File: config.mk
export PLATFORM = sky130hd
export DESIGN_NAME = turns_counter_wake_control
export DESIGN_NICKNAME = d
export VERILOG_FILES = /design/src/hdl/turns_pkg.sv /design/src/hdl/turns_counter_wake_control.sv /design/src/hdl/turns_step_calc.sv
export SDC_FILE = /design/constraint.sdc
export NUM_CORES = 1
export LEC_CHECK = 0
export BUFFER_PORTS_ARGS = -buffer_cell sky130_fd_sc_hd__buf_2
export CAP_MARGIN = 20
export CORE_MARGIN = 5
export CORE_UTILIZATION = 54
export DETAILED_ROUTE_END_ITERATION = 8
export PLACE_DENSITY = 0.87
export SYNTH_ARGS = -nofsm -noshare
export SYNTH_HDL_FRONTEND = slang
export SYNTH_SLANG_ARGS = --single-unit
export TNS_END_PERCENT = 50
File: constraint.sdc
create_clock -name sys_clk -period 4.41 [get_ports sys_clk]
set_input_delay 0.882 -clock sys_clk [delete_from_list [all_inputs] [get_ports sys_clk]]
set_output_delay 0.882 -clock sys_clk [all_outputs]
set_load 0.05 [all_outputs]
File: src/hdl/turns_pkg.sv
// Constants and register layout of the turns counter and wake control block
package turns_pkg;
   // ---------------------------------------------------------------
   // Register map
   // ---------------------------------------------------------------
   localparam logic [7:0] DEVICE_CONTROL_OFS = 8'h1E;
   localparam logic [7:0] TURNS_WARNING_STATUS_OFS = 8'h26;
   localparam int CMD_LSB = 0;
   localparam int CMD_W = 4;
   localparam int STEP_SEL_BIT = 8;
   localparam int SAT_FLAG_BIT = 0;
   localparam int JUMP_FLAG_BIT = 3;
   localparam logic [3:0] TURNS_RESET_CMD = 4'h1;
   localparam logic STEP_SEL_RESET = 1'b1;

   // ---------------------------------------------------------------
   // Angle and count arithmetic
   // ---------------------------------------------------------------
   localparam int ANGLE_W = 12;
   localparam int ANGLE_FULL = 4096;
   localparam int FULL_DEG = 360;
   localparam int JUMP_DEG = 135;
   localparam logic [11:0] JUMP_LIMIT = 12'(JUMP_DEG * ANGLE_FULL / FULL_DEG);
   localparam int COUNT_W = 12;
   localparam int POS_W = 24;
   localparam int SHIFT_45 = 9;
   localparam int SHIFT_180 = 11;
   localparam logic signed [23:0] POS_MAX = 24'sh0FFFFF;
   localparam logic signed [23:0] POS_MIN = -24'sh100000;

   // ---------------------------------------------------------------
   // Wake input thresholds in millivolts
   // ---------------------------------------------------------------
   localparam int MV_W = 10;
   localparam logic [9:0] RISE_BASE_MV = 10'h12C;
   localparam logic [9:0] RISE_STEP_MV = 10'h032;
   localparam logic [9:0] FALL_FLOOR_MV = 10'h064;
   localparam logic [9:0] HYS_0_MV = 10'h032;
   localparam logic [9:0] HYS_1_MV = 10'h096;
   localparam logic [9:0] HYS_2_MV = 10'h12C;
   localparam logic [9:0] HYS_3_MV = 10'h190;

   // ---------------------------------------------------------------
   // Period counter
   // ---------------------------------------------------------------
   localparam int CYC_W = 24;

   typedef enum logic [2:0] {
      MODE_NORMAL = 3'b001,
      MODE_WAKE = 3'b010,
      MODE_SLEEP = 3'b100
   } mode_t;
endpackage

File: src/hdl/turns_counter_wake_control.sv
// Turns counter, wake input comparator and low power state control
//
// Operation
// - Wake input above rising level in sleep moves to wake state.
// - Wake input held high keeps wake state; every sample updates count.
// - Rising level is 300 mV plus 50 mV per code step.
// - Falling level is rising minus hysteresis, floored at 100 mV.
// - Count steps of 45 or 180 degrees, chosen by a control field.
// - Count saturates at +2047/-2048 or +511/-512.
// - Saturation sets status bit 0, held until counter reset.
// - Each low power wake-state sample updates count from angle change; samples in sleep are ignored.
// - Change of 180 degrees or more counts as opposite direction.
// - Delta above 135 degrees sets status bit 3.
// - Reset command in control register clears the count.
// - After reset, count is relative to the position at reset.
// - Counting continues in normal mode and low power wake state, not in sleep.
// - Count uses the uncompensated low power angle path.
// - Sleep only when slow and wake input below falling level.
// - Sleep ends on period expiry or wake input high.
`timescale 1ns/1ps
module turns_counter_wake_control (
   input wire logic sys_clk,
   input wire logic resetn,
   input wire logic [7:0] reg_addr,
   input wire logic reg_wr,
   input wire logic reg_rd,
   input wire logic [15:0] reg_wdata,
   output logic [15:0] reg_rdata,
   input wire logic [turns_pkg::ANGLE_W-1:0] low_power_angle_path,
   input wire logic angle_valid,
   input wire logic [turns_pkg::MV_W-1:0] wake_input_mv,
   input wire logic [2:0] wake_input_rising_level_sel,
   input wire logic [1:0] wake_hysteresis_sel,
   input wire logic [turns_pkg::ANGLE_W-1:0] velocity_limit,
   input wire logic [turns_pkg::CYC_W-1:0] lpm_cycle_cycles,
   input wire logic lpm_request,
   output logic [turns_pkg::COUNT_W-1:0] rotation_counts,
   output logic angle_outputs_enable,
   output logic lpm_wake_state,
   output logic lpm_sleep_state,
   output logic wake_input_high
);
   import turns_pkg::*;

   // ---------------------------------------------------------------
   // State
   // ---------------------------------------------------------------
   typedef struct packed {
      mode_t mode;
      logic step45;
      logic [ANGLE_W-1:0] last_angle;
      logic have_angle;
      logic signed [POS_W-1:0] pos;
      logic [COUNT_W-1:0] count;
      logic sat_flag;
      logic jump_flag;
      logic fast;
      logic [CYC_W-1:0] cyc;
      logic wake_high;
      logic [15:0] rdata;
      logic ang_en;
      logic wake_o;
      logic sleep_o;
   } state_t;

   localparam state_t STATE_RESET = '{
      mode: MODE_NORMAL, step45: STEP_SEL_RESET, last_angle: '0, have_angle: 1'b0,
      pos: '0, count: '0, sat_flag: 1'b0, jump_flag: 1'b0, fast: 1'b0, cyc: '0,
      wake_high: 1'b0, rdata: '0, ang_en: 1'b1, wake_o: 1'b0, sleep_o: 1'b0};

   state_t s;
   state_t next_s;

   logic signed [POS_W-1:0] calc_pos;
   logic [COUNT_W-1:0] calc_count;
   logic calc_sat;
   logic calc_jump;
   logic [ANGLE_W-1:0] calc_mag;
   logic [MV_W-1:0] rise_mv;
   logic [MV_W-1:0] hys_mv;
   logic [MV_W-1:0] fall_mv;
   logic cycle_end;
   logic sample;
   logic ctrl_wr;
   logic reset_cmd;

   // ---------------------------------------------------------------
   // Step arithmetic
   // ---------------------------------------------------------------
   turns_step_calc u_step (
      .last_angle(s.last_angle),
      .new_angle(low_power_angle_path),
      .pos(s.pos),
      .step45(s.step45),
      .next_pos(calc_pos),
      .next_count(calc_count),
      .saturated(calc_sat),
      .big_jump(calc_jump),
      .delta_mag(calc_mag)
   );

   // ---------------------------------------------------------------
   // Next state
   // ---------------------------------------------------------------
   always_comb begin
      next_s = s;

      rise_mv = RISE_BASE_MV + 10'(RISE_STEP_MV * wake_input_rising_level_sel);
      unique case (wake_hysteresis_sel)
         2'h0: hys_mv = HYS_0_MV;
         2'h1: hys_mv = HYS_1_MV;
         2'h2: hys_mv = HYS_2_MV;
         2'h3: hys_mv = HYS_3_MV;
      endcase
      if (rise_mv < hys_mv + FALL_FLOOR_MV) begin
         fall_mv = FALL_FLOOR_MV;
      end else begin
         fall_mv = rise_mv - hys_mv;
      end
      if (wake_input_mv > rise_mv) begin
         next_s.wake_high = 1'b1;
      end else if (wake_input_mv < fall_mv) begin
         next_s.wake_high = 1'b0;
      end

      // Period counter runs in every mode
      cycle_end = (s.cyc >= lpm_cycle_cycles - 24'h000001);
      next_s.cyc = cycle_end ? '0 : s.cyc + 24'h000001;

      // Sample in normal and wake states
      // Count from low power angle path
      sample = angle_valid && (s.mode != MODE_SLEEP);

      ctrl_wr = reg_wr && (reg_addr == DEVICE_CONTROL_OFS);
      reset_cmd = ctrl_wr && (reg_wdata[CMD_LSB +: CMD_W] == TURNS_RESET_CMD);
      if (ctrl_wr) begin
         next_s.step45 = reg_wdata[STEP_SEL_BIT];
      end

      if (sample) begin
         next_s.last_angle = low_power_angle_path;
         next_s.have_angle = 1'b1;
         if (s.have_angle) begin
            next_s.pos = calc_pos;
            next_s.count = calc_count;
            if (calc_mag > velocity_limit) begin
               next_s.fast = 1'b1;
            end
         end
      end

      if (reset_cmd) begin
         next_s.pos = '0;
         next_s.count = '0;
         next_s.sat_flag = 1'b0;
         next_s.jump_flag = 1'b0;
         if (sample) begin
            next_s.last_angle = low_power_angle_path;
         end
      end
      if (sample && s.have_angle && calc_sat) begin
         next_s.sat_flag = 1'b1;
      end
      if (sample && s.have_angle && calc_jump) begin
         next_s.jump_flag = 1'b1;
      end
      if (cycle_end) begin
         next_s.fast = 1'b0;
      end

      unique case (s.mode)
         MODE_NORMAL: begin
            if (lpm_request) begin
               next_s.mode = MODE_WAKE;
            end
         end
         MODE_WAKE: begin
            if (!lpm_request) begin
               next_s.mode = MODE_NORMAL;
            // Held awake while wake input high
            // Sleep only when slow and low
            end else if (cycle_end && !s.fast && !s.wake_high) begin
               next_s.mode = MODE_SLEEP;
            end
         end
         MODE_SLEEP: begin
            if (!lpm_request) begin
               next_s.mode = MODE_NORMAL;
            end else if (cycle_end || s.wake_high) begin
               next_s.mode = MODE_WAKE;
            end
         end
      endcase

      // Register read data
      if (reg_rd) begin
         if (reg_addr == DEVICE_CONTROL_OFS) begin
            next_s.rdata = '0;
            next_s.rdata[STEP_SEL_BIT] = s.step45;
         end else if (reg_addr == TURNS_WARNING_STATUS_OFS) begin
            next_s.rdata = '0;
            next_s.rdata[SAT_FLAG_BIT] = s.sat_flag;
            next_s.rdata[JUMP_FLAG_BIT] = s.jump_flag;
         end else begin
            next_s.rdata = '0;
         end
      end

      // No angle outputs in low power mode
      next_s.ang_en = (next_s.mode == MODE_NORMAL);
      next_s.wake_o = (next_s.mode == MODE_WAKE);
      next_s.sleep_o = (next_s.mode == MODE_SLEEP);
   end

   // ---------------------------------------------------------------
   // Registers
   // ---------------------------------------------------------------
   always_ff @(posedge sys_clk or negedge resetn) begin
      if (!resetn) begin
         s <= STATE_RESET;
      end else begin
         s <= next_s;
      end
   end

   assign reg_rdata = s.rdata;
   assign rotation_counts = s.count;
   assign angle_outputs_enable = s.ang_en;
   assign lpm_wake_state = s.wake_o;
   assign lpm_sleep_state = s.sleep_o;
   assign wake_input_high = s.wake_high;
endmodule

File: src/hdl/turns_step_calc.sv
// Angle delta, saturating position update and count extraction
`timescale 1ns/1ps
module turns_step_calc (
   input wire logic [turns_pkg::ANGLE_W-1:0] last_angle,
   input wire logic [turns_pkg::ANGLE_W-1:0] new_angle,
   input wire logic signed [turns_pkg::POS_W-1:0] pos,
   input wire logic step45,
   output logic signed [turns_pkg::POS_W-1:0] next_pos,
   output logic [turns_pkg::COUNT_W-1:0] next_count,
   output logic saturated,
   output logic big_jump,
   output logic [turns_pkg::ANGLE_W-1:0] delta_mag
);
   import turns_pkg::*;
   logic signed [ANGLE_W-1:0] delta;
   logic signed [POS_W:0] sum;

   always_comb begin
      // Wrap makes 180 or more opposite
      delta = $signed(new_angle - last_angle);
      delta_mag = delta[ANGLE_W-1] ? 12'(-delta) : 12'(delta);
      big_jump = delta_mag > JUMP_LIMIT;
      sum = (POS_W+1)'(pos) + (POS_W+1)'(delta);
      saturated = 1'b0;
      if (sum > (POS_W+1)'(POS_MAX)) begin
         next_pos = POS_MAX;
         saturated = 1'b1;
      end else if (sum < (POS_W+1)'(POS_MIN)) begin
         next_pos = POS_MIN;
         saturated = 1'b1;
      end else begin
         next_pos = sum[POS_W-1:0];
      end
      // Step of 45 or 180 degrees
      if (step45) begin
         next_count = 12'(next_pos >>> SHIFT_45);
      end else begin
         next_count = 12'(next_pos >>> SHIFT_180);
      end
   end
endmodule

Yosys cells after proc, flatten, opt, wreduce, memory -nomap -nowiden --
Cells that the tools add are included.
Cells by class: magnitude comparators 8, add/sub/neg operators 8, div/mod/pow operators 0, multiply operators 1, mux-type cells 30, shift-type cells 0, bitwise gates (word level) 0, eq/ne operators 13, reductions and logical operators 22
Operator list (count):
- 2-to-1 mux 24 bit | 3
- 2-to-1 mux 49 bit | 1
- 2-to-1 mux 12 bit | 4
- case mux 10 bit (4 select lines) | 1
- 2-to-1 mux 38 bit | 1
- 2-to-1 mux 36 bit | 1
- adder 24 x 12 -> 25 bit | 1
- greater-than comparator 25 x 21 -> 1 bit (second input constant) | 1
- < comparator 25 x 21 -> 1 bit (second input constant) | 1
- adder 24 x 1 -> 24 bit (second input constant) | 1
- greater-or-equal comparator 24 bit | 1
- subtractor 24 x 1 -> 24 bit (second input constant) | 1
- < comparator 10 bit | 2
- nonzero test 2 bit | 8
- 2-to-1 mux 3 bit | 5
- greater-than comparator 12 x 11 -> 1 bit (second input constant) | 1
- greater-than comparator 12 bit | 1
- negator 12 bit | 1
- subtractor 12 bit | 1
- adder 10 x 7 -> 10 bit (second input constant) | 1
- adder 9 x 9 -> 10 bit (first input constant) | 1
- greater-than comparator 10 bit | 1
- 2-to-1 mux 1 bit | 10
- 2-to-1 mux 10 bit | 1
- other kinds (20) | 32
Word-level totals: latch bits 0, word-level logic and storage cells 97, ROM bits 0, memories kept 0, bits of input ports 93, bits in registers 100, output and inout port bits 32, RAM bits 0

Longest topological paths before layout --
Gate-level depths: netlist of the first run.
depth after elaboration 10, depth in mapped cells 23, depth with buffers taken out 23

Modules after synthesis --
From an unflattened synthesis of the first run, not the netlist that was laid out.
Second synthesis, totals: cells, all modules 1049, area, all modules 8969.9 sq um
By module, submodules not included:
- turns_counter_wake_control | area each 6303.5 sq um, sequential area each 2180.8 sq um, cells each 666, times used 1
- turns_step_calc | area each 2666.3 sq um, sequential area each 0.0 sq um, cells each 383, times used 1

Least setup slack after synthesis of the first run --
OpenSTA, ideal clock, no wires.
kind in2reg, start input port low_power_angle_path[4] (netlist name), end register s (netlist bit rotation_counts[5]), setup time 126 ps, data required time 4284 ps, stages on the path 17, path slack -811 ps, path buffers 0, arrival time 5095 ps, cell sequence ha_1 > o211a_1 > a211oi_1 > a211oi_1 > o41ai_2 > xor2_1 > inv_2 > ha_1 > and3_4 > a221oi_2 > a21oi_1 > a211o_1 > a41oi_2 > xnor2_1 > or4_1 > a22o_1 > a221o_1
Between the ends: word-level cells in the longest chain between the ends 9
Ends and longest elaborated chain:
- from (decl) | line turns_counter_wake_control.sv:29 | input wire logic [turns_pkg::ANGLE_W-1:0] low_power_angle_path,
- subtractor 12 bit (*) | line turns_step_calc.sv:20 | delta = $signed(new_angle - last_angle);
- adder 24 x 12 -> 25 bit (*) | line turns_step_calc.sv:23 | sum = (POS_W+1)'(pos) + (POS_W+1)'(delta);
- < comparator 25 x 21 -> 1 bit | line turns_step_calc.sv:28 | end else if (sum < (POS_W+1)'(POS_MIN)) begin
- 2-to-1 mux 24 bit | line turns_step_calc.sv:28
- 2-to-1 mux 24 bit (*) | line turns_step_calc.sv:25 | if (sum > (POS_W+1)'(POS_MAX)) begin
- 2-to-1 mux 12 bit (*) | line turns_step_calc.sv:35 | if (step45) begin
- 2-to-1 mux 36 bit (*) | line turns_counter_wake_control.sv:143 | if (s.have_angle) begin
- 2-to-1 mux 49 bit (*) | line turns_counter_wake_control.sv:140 | if (sample) begin
- 2-to-1 mux 38 bit (*) | line turns_counter_wake_control.sv:152 | if (reset_cmd) begin
- to (signal assigned) | line turns_counter_wake_control.sv:222 | s <= next_s;
- to (decl) | line turns_counter_wake_control.sv:71 | state_t s;
Every way passes the cells marked *; elsewhere a longest branch is shown, timed or not. The select of a mux whose other input is x is not followed. A chain may end at the register's enable or synchronous reset.

Worst setup path after layout of the first run --
Ends and elaborated chain as after synthesis.

==> metrics.md, run 1 <==
| Metric | Value |
|---|---|
| GRT Util Overall | `24.8%` |
| Worst-skew pair later-pin latency | `0.36 ns` |
| RSZ-0062 raised after global routing | `yes` |
| Power, Total | `8.46 mW` |
| CP Class | `in2reg` |
| Area added between synthesis and finish | `28.3%` |
| Root buffer cell | `clkbuf_16` |
| Top FF cell, synth | `dfrtp_1` |
| IO Count | `about 130` |
| Final worst slack | `-0.532 ns` |
| Async SR Flop Fraction | `100%` |
| Setup_tns | `-11.67 ns` |
| Post-route cell area | `0.0111 mm2` |
| Register area share after synthesis | `between 20% and 30%` |
| Clock buffer depth | `2` |
| DRC Markers | `0` |
| Yosys top cell area share | `24.3%` |
| Max VDD drop | `roughly 430 uV` |
| WP data arrival | `5.18 ns` |
| Num Clock Sinks | `between 80 and 90` |
| Hold WC Path Type | `reg2reg` |
| Core box area | `between 0.015 and 0.02 mm2` |
| Via count | `8592` |
| Outcome | `complete, but fails checks` |
| Fmax achieved | `202 MHz` |
| Number of flops mapped to enable cells by yosys | `0` |
| Worst-path clk slew | `0.07 ns` |
| Post-synth cell types | `72` |
| Routed wire length | `about 25000 um` |
| WP data required | `4.64 ns` |
| Hold Path Origin | `rotation_counts[11]` |
| Wire per inst | `between 15 and 20 um` |
| Worst rel slew slack | `42.7%` |
| Mapped Area | `0.00864 mm2` |
| Worst Skew | `0.0130 ns` |
| Setup WS pre-CTS | `-0.816 ns` |
| Vias in the first global route | `8136` |
| Initial DRC count | `571` |
| Post-DRT Antenna Nets | `0` |
| Initial antenna violation count | `0` |
| Initial Util | `54.8%` |
| CP Max Fanout | `7` |
| Die Footprint | `0.0186 mm2` |
| Yosys reg bits | `87` |
| Final setup viols | `33` |
| Yosys top cell by area | `dfrtp_1` |
| Max-slew violations | `0` |
| Tmin final | `just under 5 ns` |
| Die Span Y | `137 um` |
| CTS Hold Bufs | `0` |
| Static Leak | `5.44 nW` |
| Largest net degree at the start of global routing | `67` |
| Period utilization | `112%` |
| Fin cells | `1479` |
| DIE WIDTH | `137 um` |
| Vias per inst | `5.81` |
| Yosys Warn Count | `0` |
| Placed Cells | `between 1000 and 1500` |
| First-pass GRT wire length | `37700 um` |
| Crit path launch type | `input pin` |
| Ratio of cells with drive above 1 in the final layout | `28.1%` |
| Avg Cell Area, Syn | `about 8.4 um2` |
| PwrDens | `763 mW/mm2` |
| DP HPWL | `18400 um` |
| Slew @ Worst Pin | `0.859 ns` |
| Syn Inst Count | `1027` |
| Fin Hold WS | `~0.48 ns` |
| # fillers | `1116` |
| Nets | `between 1000 and 1500` |
| Ranking of synthesized cells by area | `dfrtp_1 (24%), ha_1 (17%), xnor2_1 (4.9%)` |
| Final Hold Fails | `0` |
| Critical path startpoint | `low_power_angle_path[4]` |
| Diodes inserted | `0` |
| Final global-route overflow total | `0` |
| Post-layout util | `70.3%` |
| Detailed Routing Iterations Pass 1 | `5` |
| Failing checks | `negative setup slack` |
| CTS Buf Count | `9` |
| Port bufs | `100` |
| H-tree levels | `3` |
| Row count | `46` |
| CTS tree | `done` |
| Max_cap viols | `0` |
| CP Capture Type | `flip-flop` |
| GPL Wtd Cong | `0.920` |
| DP Area | `0.0104 mm2` |
final cells by class:
type                       count  area, um2  share of cell area [%]
multi-input combinational    832       6310                    56.9
sequential                    87       2180                    19.7
timing repair buffer         252       1700                    15.4
inverter                      76        299                    2.70
tap                          216        270                    2.44
clock buffer                   9        225                    2.03
clock inverter                 6       93.8                   0.846
timing repair inverter         1       6.26                  0.0564
worst paths after layout:
| path | to | slack [ns] | cells after the start |
|---|---|---|---|
| worst min register to register | rotation_counts[11] | 0.48 | 1 |
| min in group asynchronous | s[81] | 0.62 | 1 |
| worst max-delay path | rotation_counts[5] | -0.53 | 19 |
| worst min-delay path | rotation_counts[11] | 0.48 | 1 |
| worst max register to register | rotation_counts[5] | -0.39 | 19 |
| max in group asynchronous | angle_outputs_enable | 2.89 | 2 |
power breakdown:
part	internal (mW)	total [mW]	switching (mW)
clock	0.498	0.844	0.346
combinational	2.96	6.30	3.33
sequential	1.08	1.32	0.242
total	4.54	8.46	3.92
repair_timing:
action | in CTS | in global routing
resized for setup | 13 | 50
hold endpoints to repair | 0 | 0
buffers inserted | 1 | 8
endpoints found under the setup margin | 33 | 39
gates cloned | 0 | 3
pin swaps | 2 | 21
critical path: stages:
cell      delay [ns]
buf_8           0.10
ha_4            0.21
o211a_1         0.23
a211oi_2        0.35
a211oi_4        0.11
o41ai_4         0.30
xor2_2          0.25
bufinv_8        0.26
buf_4           0.15
ha_4            0.22
o21a_1          0.18
o21ai_0         0.15
a21oi_1         0.06
a211o_1         0.25
a41oi_2         0.23
xnor2_2         0.14
or4_1           0.53
a22o_1          0.24
a221o_1         0.32
layout by cell type, fill, tap and decap left out, drive strengths merged, types with 28 or more instances in the layout:
master and count:
nand3 29, xor2 39, inv 77, nand2 85
dfrtp 84, nor3 28, o21ai 38, a21oi 57
buf 252, a21o 37, nor2 105, ha 119
xnor2 49
cell usage after synthesis, drive strengths merged (19+ instances only):
cell	n
nor3	28
a211oi	20
nand2	85
o21ai	38
dfrtp	84
a21o	37
buf	36
o211ai	19
xor2	39
a21oi	57
nand3	29
xnor2	49
inv	76
nand2b	20
nor2	105
ha	119
per-layer routing:
layer | vias up | GRT usage, % | routed length [um]
met5 | - | 0 | 0
met3 | 61 | 3.49 | 1850
met2 | 375 | 43.8 | 12400
li1 | 4091 | - | -
met4 | 0 | 8.34 | 698
met1 | 4065 | 30.9 | 9930
cell families (layout without fill, tap and decap cells):
logic type	after synthesis	after routing	share of synthesized area, %
buf+inv	120	344	6.56
fa+ha+maj	122	122	17.9
simple gates	355	355	20.0
compound gates	233	233	18.6
xor+xnor	88	88	9.00
flops	87	87	25.2
mux	21	21	2.62
other cells	1	13	0.0434
No activity file was read; power rests on OpenSTA's default activity.
==> inputs of run 2 (changes only) <==
--- a/config.mk
+++ b/config.mk
@@ -8,9 +8,9 @@
 export BUFFER_PORTS_ARGS = -buffer_cell sky130_fd_sc_hd__buf_2
 export CAP_MARGIN = 20
 export CORE_MARGIN = 5
-export CORE_UTILIZATION = 54
+export CORE_UTILIZATION = 59
 export DETAILED_ROUTE_END_ITERATION = 8
-export PLACE_DENSITY = 0.87
+export PLACE_DENSITY = 0.9
 export SYNTH_ARGS = -nofsm -noshare
 export SYNTH_HDL_FRONTEND = slang
 export SYNTH_SLANG_ARGS = --single-unit
==> constraint.sdc (replaced) <==
create_clock -name sys_clk -period 5.53 [get_ports sys_clk]
set_input_delay 1.106 -clock sys_clk [delete_from_list [all_inputs] [get_ports sys_clk]]
set_output_delay 1.106 -clock sys_clk [all_outputs]
set_load 0.05 [all_outputs]
==> metrics.md, run 2 (synthesis results as in run 1) <==
| Metric | Value |
|---|---|
| Vias per inst | `6.05` |
| Clock buffer depth | `2` |
| Worst-skew pair later-pin latency | `0.36 ns` |
| Setup_tns | `0 ns` |
| Wire per inst | `~16 um` |
| Crit path launch type | `input pin` |
| Tmin final | `5.34 ns` |
| R2R Path End | `rotation_counts[5]` |
| IO Count | `125` |
| Root buffer cell | `clkbuf_16` |
| Period utilization | `96.5%` |
| Diodes inserted | `0` |
| Final Hold Fails | `0` |
| Static Leak | `5.01 nW` |
| Critical path startpoint | `low_power_angle_path[6]` |
| CP cell instances | `buf_2, ha_1, a2111oi_1, a211oi_1, o41ai_2, xor2_1, buf_4, inv_4, ha_1, a21o_1, a21o_1, a21o_1, buf_4, nor3_1, a211oi_2, buf_4, or4_1, a22o_1, a221o_1` |
| R2R cell count | `19` |
| Register Area | `around 0.0022 mm2` |
| Most common cell after layout, fill and taps aside | `ha_1` |
| Most frequent cells in the layout | `ha_1 (119), nor2_1 (105), buf_2 (99)` |
| Via count | `8323` |
| Detailed Routing Iterations Pass 1 | `5` |
| GPL Wtd Cong | `0.938` |
| Worst-path clk slew | `0.07 ns` |
| Fmax achieved | `187 MHz` |
| Vias in the first global route | `7987` |
| Largest stage delay, worst path | `0.48 ns` |
| RSZ-0062 raised after global routing | `no` |
| GRT Util Overall | `26.2%` |
| Final setup viols | `0` |
| WP data required | `5.78 ns` |
| Worst Skew | `0.0105 ns` |
| Initial antenna violation count | `0` |
| DP HPWL | `between 15000 and 20000 um` |
| CP Class | `in2reg` |
| Port bufs | `100` |
| Hold Path Origin | `s[79]` |
| Worst hold stages | `1` |
| H-tree levels | `3` |
| Post-DRT Antenna Nets | `0` |
| Initial DRC count | `717` |
| Initial Util | `59.9%` |
| CTS Buf Count | `9` |
| Multi-input gate area | `0.00595 mm2` |
| Hold WC Path Type | `reg2reg` |
| Routed wire length | `22600 um` |
| Row count | `44` |
| Hold Path End | `s[79]` |
| DRC Markers | `0` |
| Largest net degree at the start of global routing | `49` |
| Area added between synthesis and finish | `16.5%` |
| Max-slew violations | `0` |
| Num Clock Sinks | `87` |
| Core box area | `0.0144 mm2` |
| Nets | `1402` |
| Max_cap viols | `0` |
| Outcome | `finished clean` |
| CP max-delay cell | `a2111oi_1` |
| Power, Total | `5.91 mW` |
| DIE WIDTH | `131 um` |
| CP Max Fanout | `13` |
| WP data arrival | `5.58 ns` |
| First-pass GRT wire length | `36600 um` |
| Slew @ Worst Pin | `0.885 ns` |
| Ratio of cells with drive above 1 in the final layout | `19.8%` |
| Worst rel slew slack | `around two fifths` |
| Final global-route overflow total | `0` |
| Die Span Y | `131 um` |
| # fillers | `1058` |
| CTS tree | `done` |
| CTS Hold Bufs | `0` |
| Max VDD drop | `381 uV` |
| Die Footprint | `0.0172 mm2` |
| Reg2reg setup slack | `0.69 ns` |
| PwrDens | `587 mW/mm2` |
| CP Capture Type | `flip-flop` |
run 2: layout make-up:
type | instances | share of cell area [%]
Multi-Input combinational cell | 832 | 59.1
Clock buffer | 9 | 2.24
Tap cell | 184 | 2.29
Sequential cell | 87 | 21.7
Clock inverter | 7 | 0.733
Inverter | 76 | 2.86
Timing Repair Buffer | 181 | 11.2
run 2: metal layers:
| layer | wire, um | track usage [%] |
|---|---|---|
| met1 | 9440 | 33.0 |
| met2 | 10900 | 46.2 |
| met3 | 1620 | 3.86 |
| met4 | 581 | 8.53 |
| met5 | 0 | 0 |
run 2: worst max-delay path by stage:
stage | end | slack [ns] | cells past startpoint
floorplan | rotation_counts[5] | 0.09 | 17
global placement | rotation_counts[4] | -0.009 | 19
detailed placement | rotation_counts[7] | -0.17 | 19
CTS | rotation_counts[7] | 0.08 | 21
global route | rotation_counts[7] | 0.01 | 19
finish | rotation_counts[5] | 0.19 | 19
run 2: through the flow:
step           hold slack, ns  worst slack, ns  cells  area (um2)  utilization, %
2_1_floorplan           0.442           0.0853   1039        8690               -
3_3_place_gp            0.461         -0.00934   1359        9750            67.6
3_5_place_dp            0.473           -0.171   1359        9750            67.6
4_1_cts                 0.491           0.0846   1375       10100            69.7
5_1_grt                 0.509           0.0101   1376       10100            69.8
6_report                0.484            0.193   1376       10100            69.8
run 2: critical path: cells and delay by family:
family                     cells  cell delay, ns
AOI/OAI and AO/OA              9            2.29
and+or+nand+nor                2            0.75
buffers and inverters          5            0.65
adders and majority gates      2            0.61
xor gates and xnor gates       1            0.18
run 2: report_power, final:
| part | total, mW | internal (mW) | switching (mW) |
|---|---|---|---|
| registers | 1.03 | 0.859 | 0.169 |
| clock network | 0.623 | 0.320 | 0.303 |
| logic | 4.26 | 1.88 | 2.38 |
| total | 5.91 | 3.06 | 2.85 |
run 2: timing repair:
item                                    CTS  global route
endpoints found under the hold margin     0             0
resized for setup                         0             3
endpoints found under the setup margin    0            30
setup buffers                             0             1
